`src/rtl/org_consts.vh`:
```
// constants for the output rate generator: offsets, fields, resets, timing
`ifndef ORG_CONSTS_VH
`define ORG_CONSTS_VH

// register byte offsets
`define ORG_REG_RATIO_INT   8'h00
`define ORG_REG_RATIO_FRAC  8'h04
`define ORG_REG_TRANSFER    8'h08
`define ORG_REG_CHAN_DIV    8'h0c
`define ORG_REG_FILTER      8'h10
`define ORG_REG_SETTLE      8'h14
`define ORG_REG_STATUS      8'h18
`define ORG_REG_PERIOD      8'h1c

// field positions
`define ORG_TRANSFER_BIT    0
`define ORG_ST_MASTER       0
`define ORG_ST_SERIAL       1
`define ORG_ST_VALID        2
`define ORG_ST_UNSUP        3
`define ORG_ST_RANGE        4

// reset values
`define ORG_RATIO_INT_RST   24'h000040
`define ORG_RATIO_FRAC_RST  32'h00000000
`define ORG_CHAN_DIV_RST    8'h00
`define ORG_FILTER_RST      2'h2
`define ORG_SETTLE_RST      24'h000400

// filter codes
`define ORG_FILT_FIR        2'h0
`define ORG_FILT_SINC6      2'h1

// rate range in samples per second
`define ORG_MIN_SPS         10
`define ORG_MAX_SPS         1496000

// timing
`define ORG_CLK_PERIOD_NS   10
`define ORG_T_DELAY_NS      2000
`define ORG_CO_UNIT_US      500
`define ORG_RELOCK_PERIODS  24'h000200
`define ORG_TOL_SPS         500

// rate band edges in tenths of a sample per second
`define ORG_TRACK_DSPS      100000
`define ORG_B750K_DSPS      7500000
`define ORG_B374K_DSPS      3740000
`define ORG_B365K_DSPS      3650000
`define ORG_B1K46_DSPS      14600
`define ORG_B732_DSPS       7320
`define ORG_B366_DSPS       3660
`define ORG_B183_DSPS       1830
`define ORG_B91_DSPS        915
`define ORG_B45_DSPS        457
`define ORG_B22_DSPS        228
`define ORG_B11_DSPS        114

// change-over times in half-millisecond units
`define ORG_CO_5P5MS        19'd11
`define ORG_CO_11MS         19'd22
`define ORG_CO_22MS         19'd44
`define ORG_CO_44MS         19'd88
`define ORG_CO_88MS         19'd176
`define ORG_CO_6S           19'd12000
`define ORG_CO_12S          19'd24000
`define ORG_CO_24S          19'd48000
`define ORG_CO_48S          19'd96000
`define ORG_CO_96S          19'd192000
`define ORG_CO_192S         19'd384000

`endif

```
`src/rtl/org_phase_acc.v`:
```
// integer-plus-fraction divider making the master rate tick
`timescale 1ns/1ns
module org_phase_acc #(
   parameter INT_W  = 24,
   parameter FRAC_W = 32
) (
   input  wire              clk_i,
   input  wire              nrst_i,
   input  wire              run_i,
   input  wire              load_i,
   input  wire [INT_W-1:0]  ratio_int_i,
   input  wire [FRAC_W-1:0] ratio_frac_i,
   output wire              tick_o
);
   reg  [INT_W:0]    cnt_ff;
   reg  [FRAC_W-1:0] acc_ff;
   reg               tick_ff;
   wire [FRAC_W:0]   nxt_acc;

   assign nxt_acc = {1'b0, acc_ff} + {1'b0, ratio_frac_i};
   assign tick_o  = tick_ff;

   // carry out of the fraction stretches the period by one cycle
   always @(posedge clk_i) begin
      if (!nrst_i || !run_i || load_i) begin
         cnt_ff  <= {1'b0, ratio_int_i};
         acc_ff  <= {FRAC_W{1'b0}};
         tick_ff <= 1'b0;
      end else if (cnt_ff <= {{INT_W{1'b0}}, 1'b1}) begin
         tick_ff <= 1'b1;
         acc_ff  <= nxt_acc[FRAC_W-1:0];
         cnt_ff  <= {1'b0, ratio_int_i} + {{INT_W{1'b0}}, nxt_acc[FRAC_W]};
      end else begin
         tick_ff <= 1'b0;
         cnt_ff  <= cnt_ff - {{INT_W{1'b0}}, 1'b1};
      end
   end
endmodule

```
`src/rtl/org_rate_gen.v`:
```
// output rate strobe generator and slave rate tracker
`timescale 1ns/1ns
`include "org_consts.vh"
module org_rate_gen #(
   parameter [31:0] CLK_HZ      = 32'd100000000,
   parameter [31:0] CO_UNIT_CYC =
      (`ORG_CO_UNIT_US * 1000) / `ORG_CLK_PERIOD_NS,
   parameter        PER_W       = 24
) (
   input  wire        mclk_i,
   input  wire        nrst_i,
   input  wire        mode_strap_i,
   input  wire        ctrl_strap_i,
   input  wire        rate_select_bit0_i,
   input  wire        rate_select_bit1_i,
   input  wire        rate_select_bit2_i,
   input  wire        rate_select_bit3_i,
   input  wire [1:0]  filter_strap_i,
   input  wire        output_rate_strobe_i,
   output wire        output_rate_strobe_o,
   output wire        output_rate_strobe_oe_o,
   input  wire [7:0]  reg_addr_i,
   input  wire [31:0] reg_wdata_i,
   input  wire        reg_wr_i,
   input  wire        reg_rd_i,
   output wire [31:0] reg_rdata_o,
   output wire        word_strobe_o,
   output wire [3:0]  chan_strobe_o,
   output wire        data_valid_o
);
   localparam [5:0] S_IDLE   = 6'b000001;
   localparam [5:0] S_DELAY  = 6'b000010;
   localparam [5:0] S_CHG    = 6'b000100;
   localparam [5:0] S_P512   = 6'b001000;
   localparam [5:0] S_SETTLE = 6'b010000;
   localparam [5:0] S_RUN    = 6'b100000;

   localparam [31:0] DELAY32 = (`ORG_T_DELAY_NS + `ORG_CLK_PERIOD_NS - 1)
                               / `ORG_CLK_PERIOD_NS;
   localparam [31:0] RMIN32  = CLK_HZ / `ORG_MAX_SPS;
   localparam [31:0] RMAX32  = CLK_HZ / `ORG_MIN_SPS;

   // period in cycles of a rate given in tenths of a sample per second
   function [63:0] per_of;
      input [31:0] dsps;
      begin
         per_of = ({32'h0, CLK_HZ} * 64'd10) / {32'h0, dsps};
      end
   endfunction

   // strap rate table, in samples per second
   function [20:0] strap_sps;
      input [1:0] filt;
      input [3:0] code;
      reg   [20:0] a, b, c;
      begin
         a = 21'd0;
         b = 21'd0;
         c = 21'd0;
         case (code)
            4'h0: begin a = 21'd374000; b = 21'd1496000; c = 21'd1496000; end
            4'h1: begin a = 21'd325000; b = 21'd1250000; c = 21'd1000000; end
            4'h2: begin a = 21'd285000; b = 21'd1000000; c = 21'd750000;  end
            4'h3: begin a = 21'd256000; b = 21'd750000;  c = 21'd375000;  end
            4'h4: begin a = 21'd235000; b = 21'd500000;  c = 21'd187500;  end
            4'h5: begin a = 21'd200000; b = 21'd375000;  c = 21'd128000;  end
            4'h6: begin a = 21'd175000; b = 21'd325000;  c = 21'd64000;   end
            4'h7: begin a = 21'd128000; b = 21'd256000;  c = 21'd32000;   end
            4'h8: begin a = 21'd100000; b = 21'd175000;  c = 21'd16000;   end
            4'h9: begin a = 21'd80000;  b = 21'd128000;  c = 21'd5000;    end
            4'ha: begin a = 21'd64000;  b = 21'd80000;   c = 21'd2500;    end
            4'hb: begin a = 21'd32000;  b = 21'd64000;   c = 21'd1250;    end
            4'hc: begin a = 21'd16000;  b = 21'd32000;   c = 21'd625;     end
            4'hd: begin a = 21'd10000;  b = 21'd10000;   c = 21'd60;      end
            4'he: begin a = 21'd5000;   b = 21'd5000;    c = 21'd50;      end
            default: begin a = 21'd2500; b = 21'd2500;   c = 21'd10;      end
         endcase
         if (filt == `ORG_FILT_FIR)
            strap_sps = a;
         else if (filt == `ORG_FILT_SINC6)
            strap_sps = b;
         else
            strap_sps = c;
      end
   endfunction

   // change-over time by rate band, half-millisecond units
   function [18:0] co_units;
      input [PER_W-1:0] p;
      input             fir;
      reg   [63:0]      pp;
      begin
         pp = {{(64-PER_W){1'b0}}, p};
         if (fir)                                 co_units = `ORG_CO_22MS;
         else if (pp <= per_of(`ORG_B750K_DSPS))  co_units = `ORG_CO_5P5MS;
         else if (pp <= per_of(`ORG_B374K_DSPS))  co_units = `ORG_CO_11MS;
         else if (pp <= per_of(`ORG_B1K46_DSPS))  co_units = `ORG_CO_22MS;
         else if (pp <= per_of(`ORG_B732_DSPS))   co_units = `ORG_CO_44MS;
         else if (pp <= per_of(`ORG_B366_DSPS))   co_units = `ORG_CO_88MS;
         else if (pp <= per_of(`ORG_B183_DSPS))   co_units = `ORG_CO_6S;
         else if (pp <= per_of(`ORG_B91_DSPS))    co_units = `ORG_CO_12S;
         else if (pp <= per_of(`ORG_B45_DSPS))    co_units = `ORG_CO_24S;
         else if (pp <= per_of(`ORG_B22_DSPS))    co_units = `ORG_CO_48S;
         else if (pp <= per_of(`ORG_B11_DSPS))    co_units = `ORG_CO_96S;
         else                                     co_units = `ORG_CO_192S;
      end
   endfunction

   // true while a period change stays inside the tracking window
   function tol_ok;
      input [PER_W-1:0] p0;
      input [PER_W-1:0] p1;
      reg   [PER_W-1:0] d;
      reg   [63:0]      lhs;
      reg   [63:0]      rhs;
      begin
         d   = (p1 > p0) ? (p1 - p0) : (p0 - p1);
         lhs = {{(64-PER_W){1'b0}}, d} * {32'h0, CLK_HZ};
         rhs = {{(64-PER_W){1'b0}}, p0} * {{(64-PER_W){1'b0}}, p1}
               * 64'd`ORG_TOL_SPS;
         if ({{(64-PER_W){1'b0}}, p0} < per_of(`ORG_TRACK_DSPS))
            tol_ok = lhs < rhs;
         else
            tol_ok = d <= {{(PER_W-1){1'b0}}, 1'b1};
      end
   endfunction

   // channel divider mask: 1, 1/2, 1/4, 1/8
   function [2:0] div_mask;
      input [1:0] code;
      begin
         case (code)
            2'h0:    div_mask = 3'h0;
            2'h1:    div_mask = 3'h1;
            2'h2:    div_mask = 3'h3;
            default: div_mask = 3'h7;
         endcase
      end
   endfunction

   // pin synchronisers: {strobe, filter[1:0], rate sel[3:0], ctrl, mode}
   reg  [8:0]        sync1_ff;
   reg  [8:0]        sync2_ff;
   reg               strb_d_ff;
   reg  [1:0]        cap_cnt_ff;
   reg               captured_ff;
   reg               master_ff;
   reg               serial_ff;
   reg  [3:0]        dec_ff;
   reg  [23:0]       rint_ff;
   reg  [31:0]       rfrac_ff;
   reg  [7:0]        chdiv_ff;
   reg  [1:0]        filt_reg_ff;
   reg  [23:0]       settle_ff;
   reg  [31:0]       rdata_ff;
   reg  [23:0]       act_int_ff;
   reg  [31:0]       act_frac_ff;
   reg               load_ff;
   reg               range_ff;
   reg  [63:0]       dvd_ff;
   reg  [22:0]       rem_ff;
   reg  [55:0]       quo_ff;
   reg  [6:0]        div_cnt_ff;
   reg               div_busy_ff;
   reg               div_done_ff;
   reg               div_seen_ff;
   reg  [1:0]        filt_used_ff;
   reg  [20:0]       sps_ff;
   reg  [5:0]        state_ff;
   reg  [PER_W-1:0]  cnt_ff;
   reg  [PER_W-1:0]  per_cnt_ff;
   reg  [PER_W-1:0]  ref_ff;
   reg               have_ff;
   reg               ref_ok_ff;
   reg               unsup_ff;
   reg  [18:0]       units_ff;
   reg  [23:0]       pre_ff;
   reg  [2:0]        div3_ff;
   reg               strb_o_ff;
   reg               word_ff;
   reg  [3:0]        chan_ff;
   wire              acc_tick;
   wire              rise;
   wire              edge_ev;
   wire              xfer;
   wire [1:0]        filt_eff;
   wire [PER_W-1:0]  meas;
   wire [22:0]       rem_sh;
   wire              q_bit;
   wire              base_tick;
   integer           i;

   assign rise     = sync2_ff[8] & ~strb_d_ff;
   assign edge_ev  = captured_ff & ~master_ff & rise;
   assign xfer     = reg_wr_i & (reg_addr_i == `ORG_REG_TRANSFER)
                     & reg_wdata_i[`ORG_TRANSFER_BIT];
   assign filt_eff = serial_ff ? filt_reg_ff : sync2_ff[7:6];
   assign meas     = per_cnt_ff + {{(PER_W-1){1'b0}}, 1'b1};
   assign rem_sh   = {rem_ff[21:0], dvd_ff[63]};
   assign q_bit    = rem_sh >= {2'b00, sps_ff};
   assign base_tick = master_ff ? acc_tick : edge_ev;

   assign output_rate_strobe_o    = strb_o_ff;
   assign output_rate_strobe_oe_o = master_ff;
   assign reg_rdata_o             = rdata_ff;
   assign word_strobe_o           = word_ff;
   assign chan_strobe_o           = chan_ff;
   // one-hot run bit, so the pin comes straight from a flop
   assign data_valid_o            = state_ff[5];

   // strap capture waits for the synchronisers to fill, then freezes
   always @(posedge mclk_i) begin
      if (!nrst_i) begin
         sync1_ff    <= 9'h000;
         sync2_ff    <= 9'h000;
         strb_d_ff   <= 1'b0;
         cap_cnt_ff  <= 2'h0;
         captured_ff <= 1'b0;
         master_ff   <= 1'b0;
         serial_ff   <= 1'b0;
         dec_ff      <= 4'h0;
      end else begin
         sync1_ff  <= {output_rate_strobe_i, filter_strap_i,
                       rate_select_bit3_i, rate_select_bit2_i,
                       rate_select_bit1_i, rate_select_bit0_i,
                       ctrl_strap_i, mode_strap_i};
         sync2_ff  <= sync1_ff;
         strb_d_ff <= sync2_ff[8];
         if (cap_cnt_ff != 2'h2)
            cap_cnt_ff <= cap_cnt_ff + 2'h1;
         else if (!captured_ff) begin
            captured_ff <= 1'b1;
            master_ff   <= sync2_ff[0];
            serial_ff   <= sync2_ff[1];
            dec_ff      <= sync2_ff[5:2];
         end
      end
   end

   // register port, read data one cycle after the strobe
   always @(posedge mclk_i) begin
      if (!nrst_i) begin
         rint_ff     <= `ORG_RATIO_INT_RST;
         rfrac_ff    <= `ORG_RATIO_FRAC_RST;
         chdiv_ff    <= `ORG_CHAN_DIV_RST;
         filt_reg_ff <= `ORG_FILTER_RST;
         settle_ff   <= `ORG_SETTLE_RST;
         rdata_ff    <= 32'h00000000;
      end else begin
         if (reg_wr_i) begin
            case (reg_addr_i)
               `ORG_REG_RATIO_INT:  rint_ff     <= reg_wdata_i[23:0];
               `ORG_REG_RATIO_FRAC: rfrac_ff    <= reg_wdata_i;
               `ORG_REG_CHAN_DIV:   chdiv_ff    <= reg_wdata_i[7:0];
               `ORG_REG_FILTER:     filt_reg_ff <= reg_wdata_i[1:0];
               `ORG_REG_SETTLE:     settle_ff   <= reg_wdata_i[23:0];
               default: ;
            endcase
         end
         rdata_ff <= 32'h00000000;
         if (reg_rd_i) begin
            case (reg_addr_i)
               `ORG_REG_RATIO_INT:  rdata_ff <= {8'h00, rint_ff};
               `ORG_REG_RATIO_FRAC: rdata_ff <= rfrac_ff;
               `ORG_REG_CHAN_DIV:   rdata_ff <= {24'h000000, chdiv_ff};
               `ORG_REG_FILTER:     rdata_ff <= {30'h0, filt_reg_ff};
               `ORG_REG_SETTLE:     rdata_ff <= {8'h00, settle_ff};
               `ORG_REG_STATUS:
                  rdata_ff <= {27'h0, range_ff, unsup_ff, data_valid_o,
                               serial_ff, master_ff};
               `ORG_REG_PERIOD:
                  rdata_ff <= {{(32-PER_W){1'b0}}, ref_ff};
               default:             rdata_ff <= 32'h00000000;
            endcase
         end
      end
   end

   // serial divider turns the strap rate into a ratio; a strap filter
   // change restarts it, costing 64 cycles instead of a big comb divider
   always @(posedge mclk_i) begin
      if (!nrst_i) begin
         dvd_ff       <= 64'h0;
         rem_ff       <= 23'h0;
         quo_ff       <= 56'h0;
         div_cnt_ff   <= 7'h00;
         div_busy_ff  <= 1'b0;
         div_done_ff  <= 1'b0;
         div_seen_ff  <= 1'b0;
         filt_used_ff <= 2'h0;
         sps_ff       <= 21'h0;
      end else begin
         div_done_ff <= 1'b0;
         if (div_busy_ff) begin
            rem_ff     <= q_bit ? (rem_sh - {2'b00, sps_ff}) : rem_sh;
            quo_ff     <= {quo_ff[54:0], q_bit};
            dvd_ff     <= {dvd_ff[62:0], 1'b0};
            div_cnt_ff <= div_cnt_ff - 7'h01;
            if (div_cnt_ff == 7'h01) begin
               div_busy_ff <= 1'b0;
               div_done_ff <= 1'b1;
            end
         end else if (captured_ff && master_ff && !serial_ff &&
                      (!div_seen_ff || sync2_ff[7:6] != filt_used_ff)) begin
            div_busy_ff  <= 1'b1;
            div_seen_ff  <= 1'b1;
            filt_used_ff <= sync2_ff[7:6];
            sps_ff       <= strap_sps(sync2_ff[7:6], dec_ff);
            dvd_ff       <= {CLK_HZ, 32'h0};
            rem_ff       <= 23'h0;
            div_cnt_ff   <= 7'h40;
         end
      end
   end

   // active ratio changes only on trigger or fresh strap result
   always @(posedge mclk_i) begin
      if (!nrst_i) begin
         act_int_ff  <= `ORG_RATIO_INT_RST;
         act_frac_ff <= `ORG_RATIO_FRAC_RST;
         load_ff     <= 1'b0;
         range_ff    <= 1'b0;
      end else begin
         load_ff <= 1'b0;
         if (captured_ff && master_ff && serial_ff && xfer) begin
            load_ff <= 1'b1;
            if (rint_ff < RMIN32[23:0]) begin
               act_int_ff  <= RMIN32[23:0];
               act_frac_ff <= 32'h0;
               range_ff    <= 1'b1;
            end else if (rint_ff > RMAX32[23:0] ||
                         (rint_ff == RMAX32[23:0] && rfrac_ff != 32'h0)) begin
               act_int_ff  <= RMAX32[23:0];
               act_frac_ff <= 32'h0;
               range_ff    <= 1'b1;
            end else begin
               act_int_ff  <= rint_ff;
               act_frac_ff <= rfrac_ff;
               range_ff    <= 1'b0;
            end
         end else if (div_done_ff) begin
            load_ff     <= 1'b1;
            act_int_ff  <= quo_ff[55:32];
            act_frac_ff <= quo_ff[31:0];
            range_ff    <= 1'b0;
         end
      end
   end

   org_phase_acc #(
      .INT_W  (24),
      .FRAC_W (32)
   ) u_acc (
      .clk_i        (mclk_i),
      .nrst_i       (nrst_i),
      .run_i        (captured_ff & master_ff & div_seen_ff | serial_ff
                     & captured_ff & master_ff),
      .load_i       (load_ff),
      .ratio_int_i  (act_int_ff),
      .ratio_frac_i (act_frac_ff),
      .tick_o       (acc_tick)
   );

   // lock and data loss sequencing for both modes
   always @(posedge mclk_i) begin
      if (!nrst_i) begin
         state_ff   <= S_IDLE;
         cnt_ff     <= {PER_W{1'b0}};
         per_cnt_ff <= {PER_W{1'b0}};
         ref_ff     <= {PER_W{1'b0}};
         have_ff    <= 1'b0;
         ref_ok_ff  <= 1'b0;
         unsup_ff   <= 1'b0;
         units_ff   <= 19'h0;
         pre_ff     <= 24'h0;
      end else begin
         if (edge_ev)
            per_cnt_ff <= {PER_W{1'b0}};
         else if (per_cnt_ff != {PER_W{1'b1}})
            per_cnt_ff <= meas;
         if (load_ff) begin
            state_ff <= S_DELAY;
            cnt_ff   <= DELAY32[PER_W-1:0];
         end else if (edge_ev && !have_ff) begin
            have_ff <= 1'b1;
         end else if (edge_ev && (!ref_ok_ff || !tol_ok(ref_ff, meas))) begin
            ref_ok_ff <= 1'b1;
            ref_ff    <= meas;
            state_ff  <= S_CHG;
            units_ff  <= co_units(meas, filt_eff == `ORG_FILT_FIR);
            pre_ff    <= CO_UNIT_CYC[23:0];
            unsup_ff  <= (filt_eff == `ORG_FILT_FIR) &&
                         ({{(64-PER_W){1'b0}}, meas} <=
                          per_of(`ORG_B365K_DSPS));
         end else begin
            if (edge_ev)
               ref_ff <= meas;
            case (state_ff)
               S_IDLE: ;
               S_DELAY: begin
                  if (cnt_ff <= {{(PER_W-1){1'b0}}, 1'b1}) begin
                     state_ff <= S_SETTLE;
                     cnt_ff   <= settle_ff[PER_W-1:0];
                  end else
                     cnt_ff <= cnt_ff - {{(PER_W-1){1'b0}}, 1'b1};
               end
               S_CHG: begin
                  // unsupported rates hold here until the rate moves
                  if (!unsup_ff) begin
                     if (pre_ff <= 24'h1) begin
                        pre_ff <= CO_UNIT_CYC[23:0];
                        if (units_ff <= 19'h1) begin
                           state_ff <= S_P512;
                           cnt_ff   <= `ORG_RELOCK_PERIODS;
                        end else
                           units_ff <= units_ff - 19'h1;
                     end else
                        pre_ff <= pre_ff - 24'h1;
                  end
               end
               S_P512: begin
                  if (edge_ev) begin
                     if (cnt_ff <= {{(PER_W-1){1'b0}}, 1'b1}) begin
                        state_ff <= S_SETTLE;
                        cnt_ff   <= settle_ff[PER_W-1:0];
                     end else
                        cnt_ff <= cnt_ff - {{(PER_W-1){1'b0}}, 1'b1};
                  end
               end
               S_SETTLE: begin
                  if (cnt_ff <= {{(PER_W-1){1'b0}}, 1'b1})
                     state_ff <= S_RUN;
                  else
                     cnt_ff <= cnt_ff - {{(PER_W-1){1'b0}}, 1'b1};
               end
               S_RUN: ;
               default: state_ff <= S_IDLE;
            endcase
         end
      end
   end

   // word and per channel strobes share one base tick, the channels gated by one counter, so they align
   always @(posedge mclk_i) begin
      if (!nrst_i) begin
         div3_ff   <= 3'h0;
         strb_o_ff <= 1'b0;
         word_ff   <= 1'b0;
         chan_ff   <= 4'h0;
      end else begin
         strb_o_ff <= acc_tick & master_ff;
         word_ff   <= base_tick;
         if (base_tick)
            div3_ff <= div3_ff + 3'h1;
         for (i = 0; i < 4; i = i + 1)
            chan_ff[i] <= base_tick &
               ((div3_ff & div_mask(chdiv_ff[2*i +: 2])) == 3'h0);
      end
   end
endmodule

```
`config.mk`:
```
export PLATFORM = sky130hd
export DESIGN_NAME = org_rate_gen
export DESIGN_NICKNAME = d
export VERILOG_FILES = /design/src/rtl/org_phase_acc.v /design/src/rtl/org_rate_gen.v
export VERILOG_INCLUDE_DIRS = /design/src /design/src/rtl
export SDC_FILE = /design/constraint.sdc
export NUM_CORES = 2
export LEC_CHECK = 0
export ABC_AREA = 0
export BUFFER_PORTS_ARGS = -buffer_cell sky130_fd_sc_hd__buf_4
export CAP_MARGIN = 10
export CORE_ASPECT_RATIO = 1.5
export CORE_MARGIN = 10
export CORE_UTILIZATION = 61
export CTS_BUF_LIST = sky130_fd_sc_hd__clkbuf_8 sky130_fd_sc_hd__clkbuf_16
export CTS_CLUSTER_SIZE = 30
export DETAILED_ROUTE_END_ITERATION = 16
export HOLD_SLACK_MARGIN = 0.02
export PLACE_DENSITY_LB_ADDON = 0.15
export SYNTH_ARGS = -nofsm -noshare
export SYNTH_HDL_FRONTEND = slang
export SYNTH_SLANG_ARGS = --single-unit
```
`constraint.sdc`:
```
create_clock -name mclk_i -period 22.5 [get_ports mclk_i]
set_clock_uncertainty 0.05 [all_clocks]
set_input_delay 1.125 -clock mclk_i [delete_from_list [all_inputs] [get_ports mclk_i]]
set_output_delay 1.125 -clock mclk_i [all_outputs]
set_load 0.005 [all_outputs]
```
* Yosys cells after proc, flatten, opt, wreduce, memory -nomap -nowiden
Memory sizes are Yosys's and may differ from the RTL's. A register that Yosys moved wholly into a read port is not among the register bits.
Cells that the tools add are included.
W data, S select, Z words.
** Operators by class
- $add $sub $neg :: 13
- Multiply operators :: 3
- $lt $le $gt $ge :: 22
- Equality and inequality tests :: 53
- Mux-type cells :: 90
- Bitwise logic cells :: 28
- Reduce and logical (&&, ||, !) cells :: 61
** Operators with widths (count)
- $mux W24 :: 18
- $mux W19 :: 16
- $pmux W32 S7 :: 1
- $mux W32 :: 4
- $mux W64 :: 2
- $pmux W24 S4 :: 1
- $le A24 B1 Y1 const B :: 3
- $mux W22 :: 3
- $lt A51 B57 Y1 :: 1
- $mul A48 B7 Y55 const B :: 1
- $le A24 B9 Y1 const B :: 2
- $mul A24 B24 Y48 :: 1
- $sub A24 B1 Y24 const B :: 2
- $sub A24 B24 Y24 :: 2
- $mul A24 B19 Y43 const B :: 1
- $mux W21 :: 2
- $mux W6 :: 7
- $pmux W3 S3 :: 4
- $add A32 B32 Y33 :: 1
- $eq A8 B5 Y1 const B :: 4
- $reduce_bool A32 Y1 :: 1
- $ne A3 B3 Y1 const B :: 10
- $pmux W6 S5 :: 1
- $add A24 B1 Y25 :: 1
- other kinds (68) :: 181
** Word-level totals
- Flip-flop bits (word level) :: 573
- ROM bits :: 912
- Input port bits :: 53
- Output and inout bits :: 40
- Memories kept :: 1
** Memory list
- (no name shown) :: words 16, width 57, rd ports 1, clocked after memory_dff 1, wr ports 0, RTL line org_rate_gen.v:60 : case (code)

* Longest topological paths before layout
- Word-level depth :: 15
- Depth in mapped cells :: 64
- Depth with buffers taken out :: 58

* Cells and area by module
From an unflattened synthesis, not the netlist that was laid out.
** Second synthesis, totals
- Cells, all modules :: 8123
- Area total of the unflattened synthesis :: 67688.7 µm²
** By module, submodules not included
- org_rate_gen :: instances 1, cells an instance 7498, area each 63170.6 µm²
- org_phase_acc :: instances 1, cells an instance 625, area each 4518.1 µm²

* Least setup slack after synthesis
OpenSTA, ideal clock, no wires.
- Path kind :: register to register
- From :: register per_cnt_ff[1]
- To :: register units_ff[9]
- Library setup time :: 0.117 ns
- Data arrival time :: 14.865 ns
- Slack :: 7.467 ns
- Stages on the path, launching flop included :: 56
- Path buffers :: 4
- Period minus slack after synthesis :: 15.033 ns
- Cells stage by stage :: dfxtp_1 > ha_1 > clkbuf_1 > and3_1 > nand2_1 > xor2_1 > inv_1 > clkbuf_1 > buf_1 > ha_1 > fa_1 > fa_1 > inv_1 > fa_1 > fa_1 > fa_1 > inv_1 > fa_1 > [... 20 more ...] > a21o_1 > a21oi_1 > o21ai_0 > a31o_2 > a21oi_1 > xor2_1 > ha_1 > nand4_1 > or4_1 > o211ai_1 > a21oi_1 > o211ai_1 > or4b_4 > a2111oi_2 > a21o_2 > buf_2 > mux2_1 > a32o_1
** Between the ends
- Longest elaborated chain between the ends :: 14
- Elaborated cells between the ends (all ways) :: 44
- Those cells by class :: 3 x add/sub; 3 x mul; 13 x order compare; 2 x eq/ne; 17 x mux; 6 x reduce/logical
** RTL lines
- start, declared :: RTL line org_rate_gen.v:171 : reg [PER_W-1:0] per_cnt_ff;
- start signal, assigned :: RTL line org_rate_gen.v:369 : per_cnt_ff <= {PER_W{1'b0}};
- start signal, assigned :: RTL line org_rate_gen.v:378 : per_cnt_ff <= {PER_W{1'b0}};
- start signal, assigned :: RTL line org_rate_gen.v:380 : per_cnt_ff <= meas;
- $add A24 B1 Y24 * :: RTL line org_rate_gen.v:198 : assign meas = per_cnt_ff + {{(PER_W-1){1'b0}}, 1'b1};
- named net meas[8] :: RTL line org_rate_gen.v:187 : wire [PER_W-1:0] meas;
- branches (longest 13 deep; another with $lt A51 B57 Y1)
- end signal, assigned :: RTL line org_rate_gen.v:390 : units_ff <= co_units(meas, filt_eff == `ORG_FILT_FIR);
- end signal, assigned :: RTL line org_rate_gen.v:416 : units_ff <= units_ff - 19'h1;
- end, declared :: RTL line org_rate_gen.v:176 : reg [18:0] units_ff;
Mark *: on every way through the listed nets, which the timed path passes. The select of a mux whose other input is x is not followed.
A chain may end at the register's enable or synchronous reset.

* Worst setup path in the final report
- From :: register per_cnt_ff[0]
- To :: register pre_ff[4]
** Between the ends
- Longest elaborated chain between the ends :: 14
- Elaborated cells between the ends (all ways) :: 21
- Those cells by class :: 3 x add/sub; 3 x mul; 3 x order compare; 1 x eq/ne; 6 x mux; 5 x reduce/logical
** RTL lines
- $add A24 B1 Y24 * :: RTL line org_rate_gen.v:198
- branches (longest 4 deep; another with $lt A51 B57 Y1)
- $mux W1 * :: RTL line org_rate_gen.v:121 : if ({{(64-PER_W){1'b0}}, p0} < per_of(`ORG_TRACK_DSPS))
- $mux W1 * :: RTL line org_rate_gen.v:384 : end else if (edge_ev && !have_ff) begin
- $mux W1 * :: RTL line org_rate_gen.v:381 : if (load_ff) begin
- $mux W1 * :: RTL line org_rate_gen.v:366 : if (!nrst_i) begin
- $logic_not A1 Y1 * :: RTL line org_rate_gen.v:386 : end else if (edge_ev && (!ref_ok_ff || !tol_ok(ref_ff, meas))) begin
- $logic_or A1 B1 Y1 * :: RTL line org_rate_gen.v:386
- $logic_and A1 B1 Y1 * :: RTL line org_rate_gen.v:386
- $ne A2 B1 Y1 (no line) or $reduce_bool A2 Y1 (tied branches)
- $reduce_and A4 Y1 (no line)
- end signal, assigned :: RTL line org_rate_gen.v:391 : pre_ff <= CO_UNIT_CYC[23:0];
- end signal, assigned :: RTL line org_rate_gen.v:411 : pre_ff <= CO_UNIT_CYC[23:0];
- end signal, assigned :: RTL line org_rate_gen.v:418 : pre_ff <= pre_ff - 24'h1;
- end, declared :: RTL line org_rate_gen.v:177 : reg [23:0] pre_ff;
Every way passes the cells marked *. The select of a mux whose other input is x is not followed.

==> results.ini <==
[outcome]
status=finished, final reports clean

[synthesis]
yosys_warnings=0
synthAdderAreaFrac_pct=37.9
synthCells=8108
synth-simple-area-share_pct=15.0
synth-edff-count=0
ys_seq_area_share_pct=17.4
synth_cell_types=109
synth_compound_area_share_pct=14.9
synth-main-ff-cell=dfxtp_1
synth_seq_cells=590
syn-num-nets=9689
synthMuxAreaShare_pct=1.90
synth_xor_area_share_pct=3.61
synthArstFlopShare_pct=0
postSynthAreaPerCell_sq_um=8.35
synth_top_family_by_area=adder cells
syn_area_sq_mm=0.0677

[floorplanning]
io_pins=93
num_rows=149
core_sq_mm=0.110
initial_core_util_pct=61.5
die_x_um=292
die_h_um=428
die_area_sq_mm=0.125

[routing]
first_pass_iters=9
avgViaCountPerCell=6.07
drc=0
wl_um=206000
via_count=57592
wl_per_cell_um=21.7
antenna_left=0
drt_iter0_markers=4823

[timing]
tightest_slew_ns=1.27
finalHoldViolations=0
relSlewSlack_pct=14.4
slew_violations=0
clock.fmax_mhz=52.9
rsz0062_at_grt=no
fin_crit_sh_pct=84.0
finalSetupViolations=0
tns_ns=0
finalCriticalPeriod_ns=18.89

[finish]
area_growth_pct=6.26
regArea_sq_mm=0.0118
drive_gt1_share_pct=5.15
multi_input_area_sq_mm=0.0498
fillerInstances=9387
fin_nets=9575

[setup_path]
criticalPathCategory=reg -> reg
critPathBufInv=8
cp.arrival_ns=19.39
r2r_slack_ns=3.61
r2r-start=per_cnt_ff[0]
cp_top_family=adder cells
max_stage_delay_ns=1.01
crit_path_end_kind=flip-flop
cpMostUsedCell=fa_1
critical_path.max_fanout=34
required_ns=22.99
crit_path_start_kind=flip-flop
crit_start=per_cnt_ff[0]
cpMaxStageDelayCell=clkinv_1

[clock_network]
postCtsSetupBuffers=0
cts_root_buf=clkbuf_16
clk_latency_ns=0.68
cts_resized=0
ctsHtreeMaxLevel=2
cts_tree=built
path_clk_slew_ns=0.06
cts_buffer_depth=3
postCtsHoldBufs=0
cts.sinks=590
cts_buffers=60

[flow_run]
maxCapViolCount=0

[placed_design]
gp_congestion=0.982
portBuffers=92
hpwl_um=158000

[global_routing]
grt_pass1_wl_um=327000
track_usage_pct=32.8
antenna_found_initial=5
grt_pass1_vias=58770
grt_max_degree=113
grt-ovfl-total=0

[hold_path]
hold_path.class=reg -> reg
min_from=sync1_ff[6]

flip-flops by register name (all words and copies together) (netlist names), 6 cells and up, named ones only:
signal / cells
act_frac_ff: 32
act_int_ff: 24
chdiv_ff: 8
cnt_ff: 24
div_cnt_ff: 7
dvd_ff: 24
per_cnt_ff: 24
pre_ff: 24
quo_ff: 56
ref_ff: 24
reg_rdata_o: 32
rem_ff: 22
rfrac_ff: 32
rint_ff: 24
settle_ff: 24
sps_ff: 21
state_ff: 6
sync1_ff: 9
sync2_ff: 9
u_acc.acc_ff: 32
u_acc.cnt_ff: 25
units_ff: 19
final cells by class:
class | instances | share of cell area, %
sequential | 590 | 16.4
clock buffer | 66 | 2.20
inverter | 1286 | 6.72
tap | 1434 | 2.49
clock inverter | 48 | 0.888
antenna | 2 | 0.00695
multi-input combinational | 5853 | 69.2
timing repair buffer | 203 | 2.12
layout by cell type (no fill, tap or decap), types with 16 or more instances in the layout:
| cell type | instances |
|---|---|
| inv_1 | 1273 |
| nand2_1 | 979 |
| fa_1 | 867 |
| ha_1 | 661 |
| nor2_1 | 655 |
| a21oi_1 | 607 |
| dfxtp_1 | 588 |
| o21ai_0 | 325 |
| buf_4 | 203 |
| xnor2_1 | 156 |
| a21o_1 | 129 |
| nor3_1 | 121 |
| nand3_1 | 121 |
| mux2i_1 | 112 |
| xor2_1 | 102 |
| a211oi_1 | 67 |
| clkbuf_16 | 60 |
| nand4_1 | 59 |
| nand2b_1 | 57 |
| a22oi_1 | 53 |
| and2_1 | 49 |
| nor4_1 | 48 |
| a31oi_1 | 42 |
| and3_1 | 41 |
| o21bai_1 | 40 |
| or3_1 | 37 |
| o21a_1 | 37 |
| nor2b_1 | 33 |
| o22ai_1 | 32 |
| o31ai_1 | 25 |
| o211ai_1 | 23 |
| o21ai_1 | 21 |
| or4_1 | 21 |
| or2_2 | 20 |
| a22o_1 | 17 |
| a221oi_1 | 16 |
worst register-to-register path: cells and delay by family, from the launching register on:
family                     cells  cell delay, ns
and+or+nand+nor                9            3.17
DFF                            1            0.31
buffers and inverters          8            1.79
xor gates and xnor gates       3            1.13
adders and majority gates     16            7.25
AOI/OAI and AO/OA             17            5.09
final timing paths:
kind	to	cells after the start
worst min-delay path	sync2_ff[6]	1
worst max-delay path	pre_ff[4]	53
worst min register to register	sync2_ff[6]	1
worst max register to register	pre_ff[4]	53
cell families after synthesis:
kind of cell / Yosys count
compound gates: 1620
buf+inv: 1665
xor+xnor: 274
simple gates: 2302
mux: 127
fa+ha+maj: 1530
flops: 590
metal layers:
metal | track usage (%) | wire length [um] | up-vias
met3 | 5.98 | 16500 | 713
met1 | 39.1 | 76900 | 28167
met4 | 19.3 | 14400 | 6
met5 | 0 | 30 | -
met2 | 54.8 | 97700 | 2433
li1 | - | - | 26273
synthesized netlist by cell type (12+ instances only):
cell | count | share of area, %
nand4_1 | 59 | 0.54
nor4_1 | 48 | 0.44
a22o_1 | 17 | 0.22
clkbuf_1 | 316 | 1.8
a22oi_1 | 53 | 0.59
a32o_1 | 15 | 0.22
buf_1 | 39 | 0.22
a21o_1 | 129 | 1.4
o21bai_1 | 40 | 0.44
nor3_1 | 125 | 0.92
xor2_1 | 106 | 1.4
nor2_1 | 656 | 3.6
o31a_1 | 15 | 0.19
a211oi_1 | 67 | 0.74
nand2_1 | 979 | 5.4
o31ai_1 | 25 | 0.28
mux2i_1 | 112 | 1.7
or2_2 | 20 | 0.18
xnor2_1 | 163 | 2.1
nor2b_1 | 35 | 0.32
clkinv_1 | 14 | 0.078
or4_1 | 21 | 0.23
nand2b_1 | 57 | 0.53
ha_1 | 661 | 12
buf_2 | 18 | 0.13
nand3_1 | 121 | 0.89
o21a_1 | 37 | 0.41
a21oi_1 | 609 | 4.5
inv_1 | 1264 | 7.0
and2_1 | 49 | 0.45
a21boi_0 | 12 | 0.13
dfxtp_1 | 590 | 17
and3_1 | 41 | 0.38
o21ai_0 | 325 | 2.4
o211ai_1 | 23 | 0.25
a221oi_1 | 16 | 0.21
o21ai_1 | 21 | 0.16
fa_1 | 867 | 26
o22ai_1 | 32 | 0.30
or3_1 | 39 | 0.36
a31oi_1 | 42 | 0.39
metrics by stage:
step | worst slack (ns) | util [%] | instance area [sq um] | hold slack, ns | cells
final | 3.61 | 65.3 | 72000 | 0.381 | 9482
after global routing | 2.61 | 65.3 | 72000 | 0.407 | 9480
after CTS | 3.72 | 65.3 | 72000 | 0.382 | 9480
after detailed placement | 3.78 | 63.3 | 69800 | 0.369 | 9366
after global placement | 4.08 | 63.3 | 69800 | 0.363 | 9366
after floorplan | 7.47 | - | 67700 | 0.362 | 8108
Power is not shown: default switching activity piles up to over one toggle a cycle in this logic, so the estimate is an artifact.
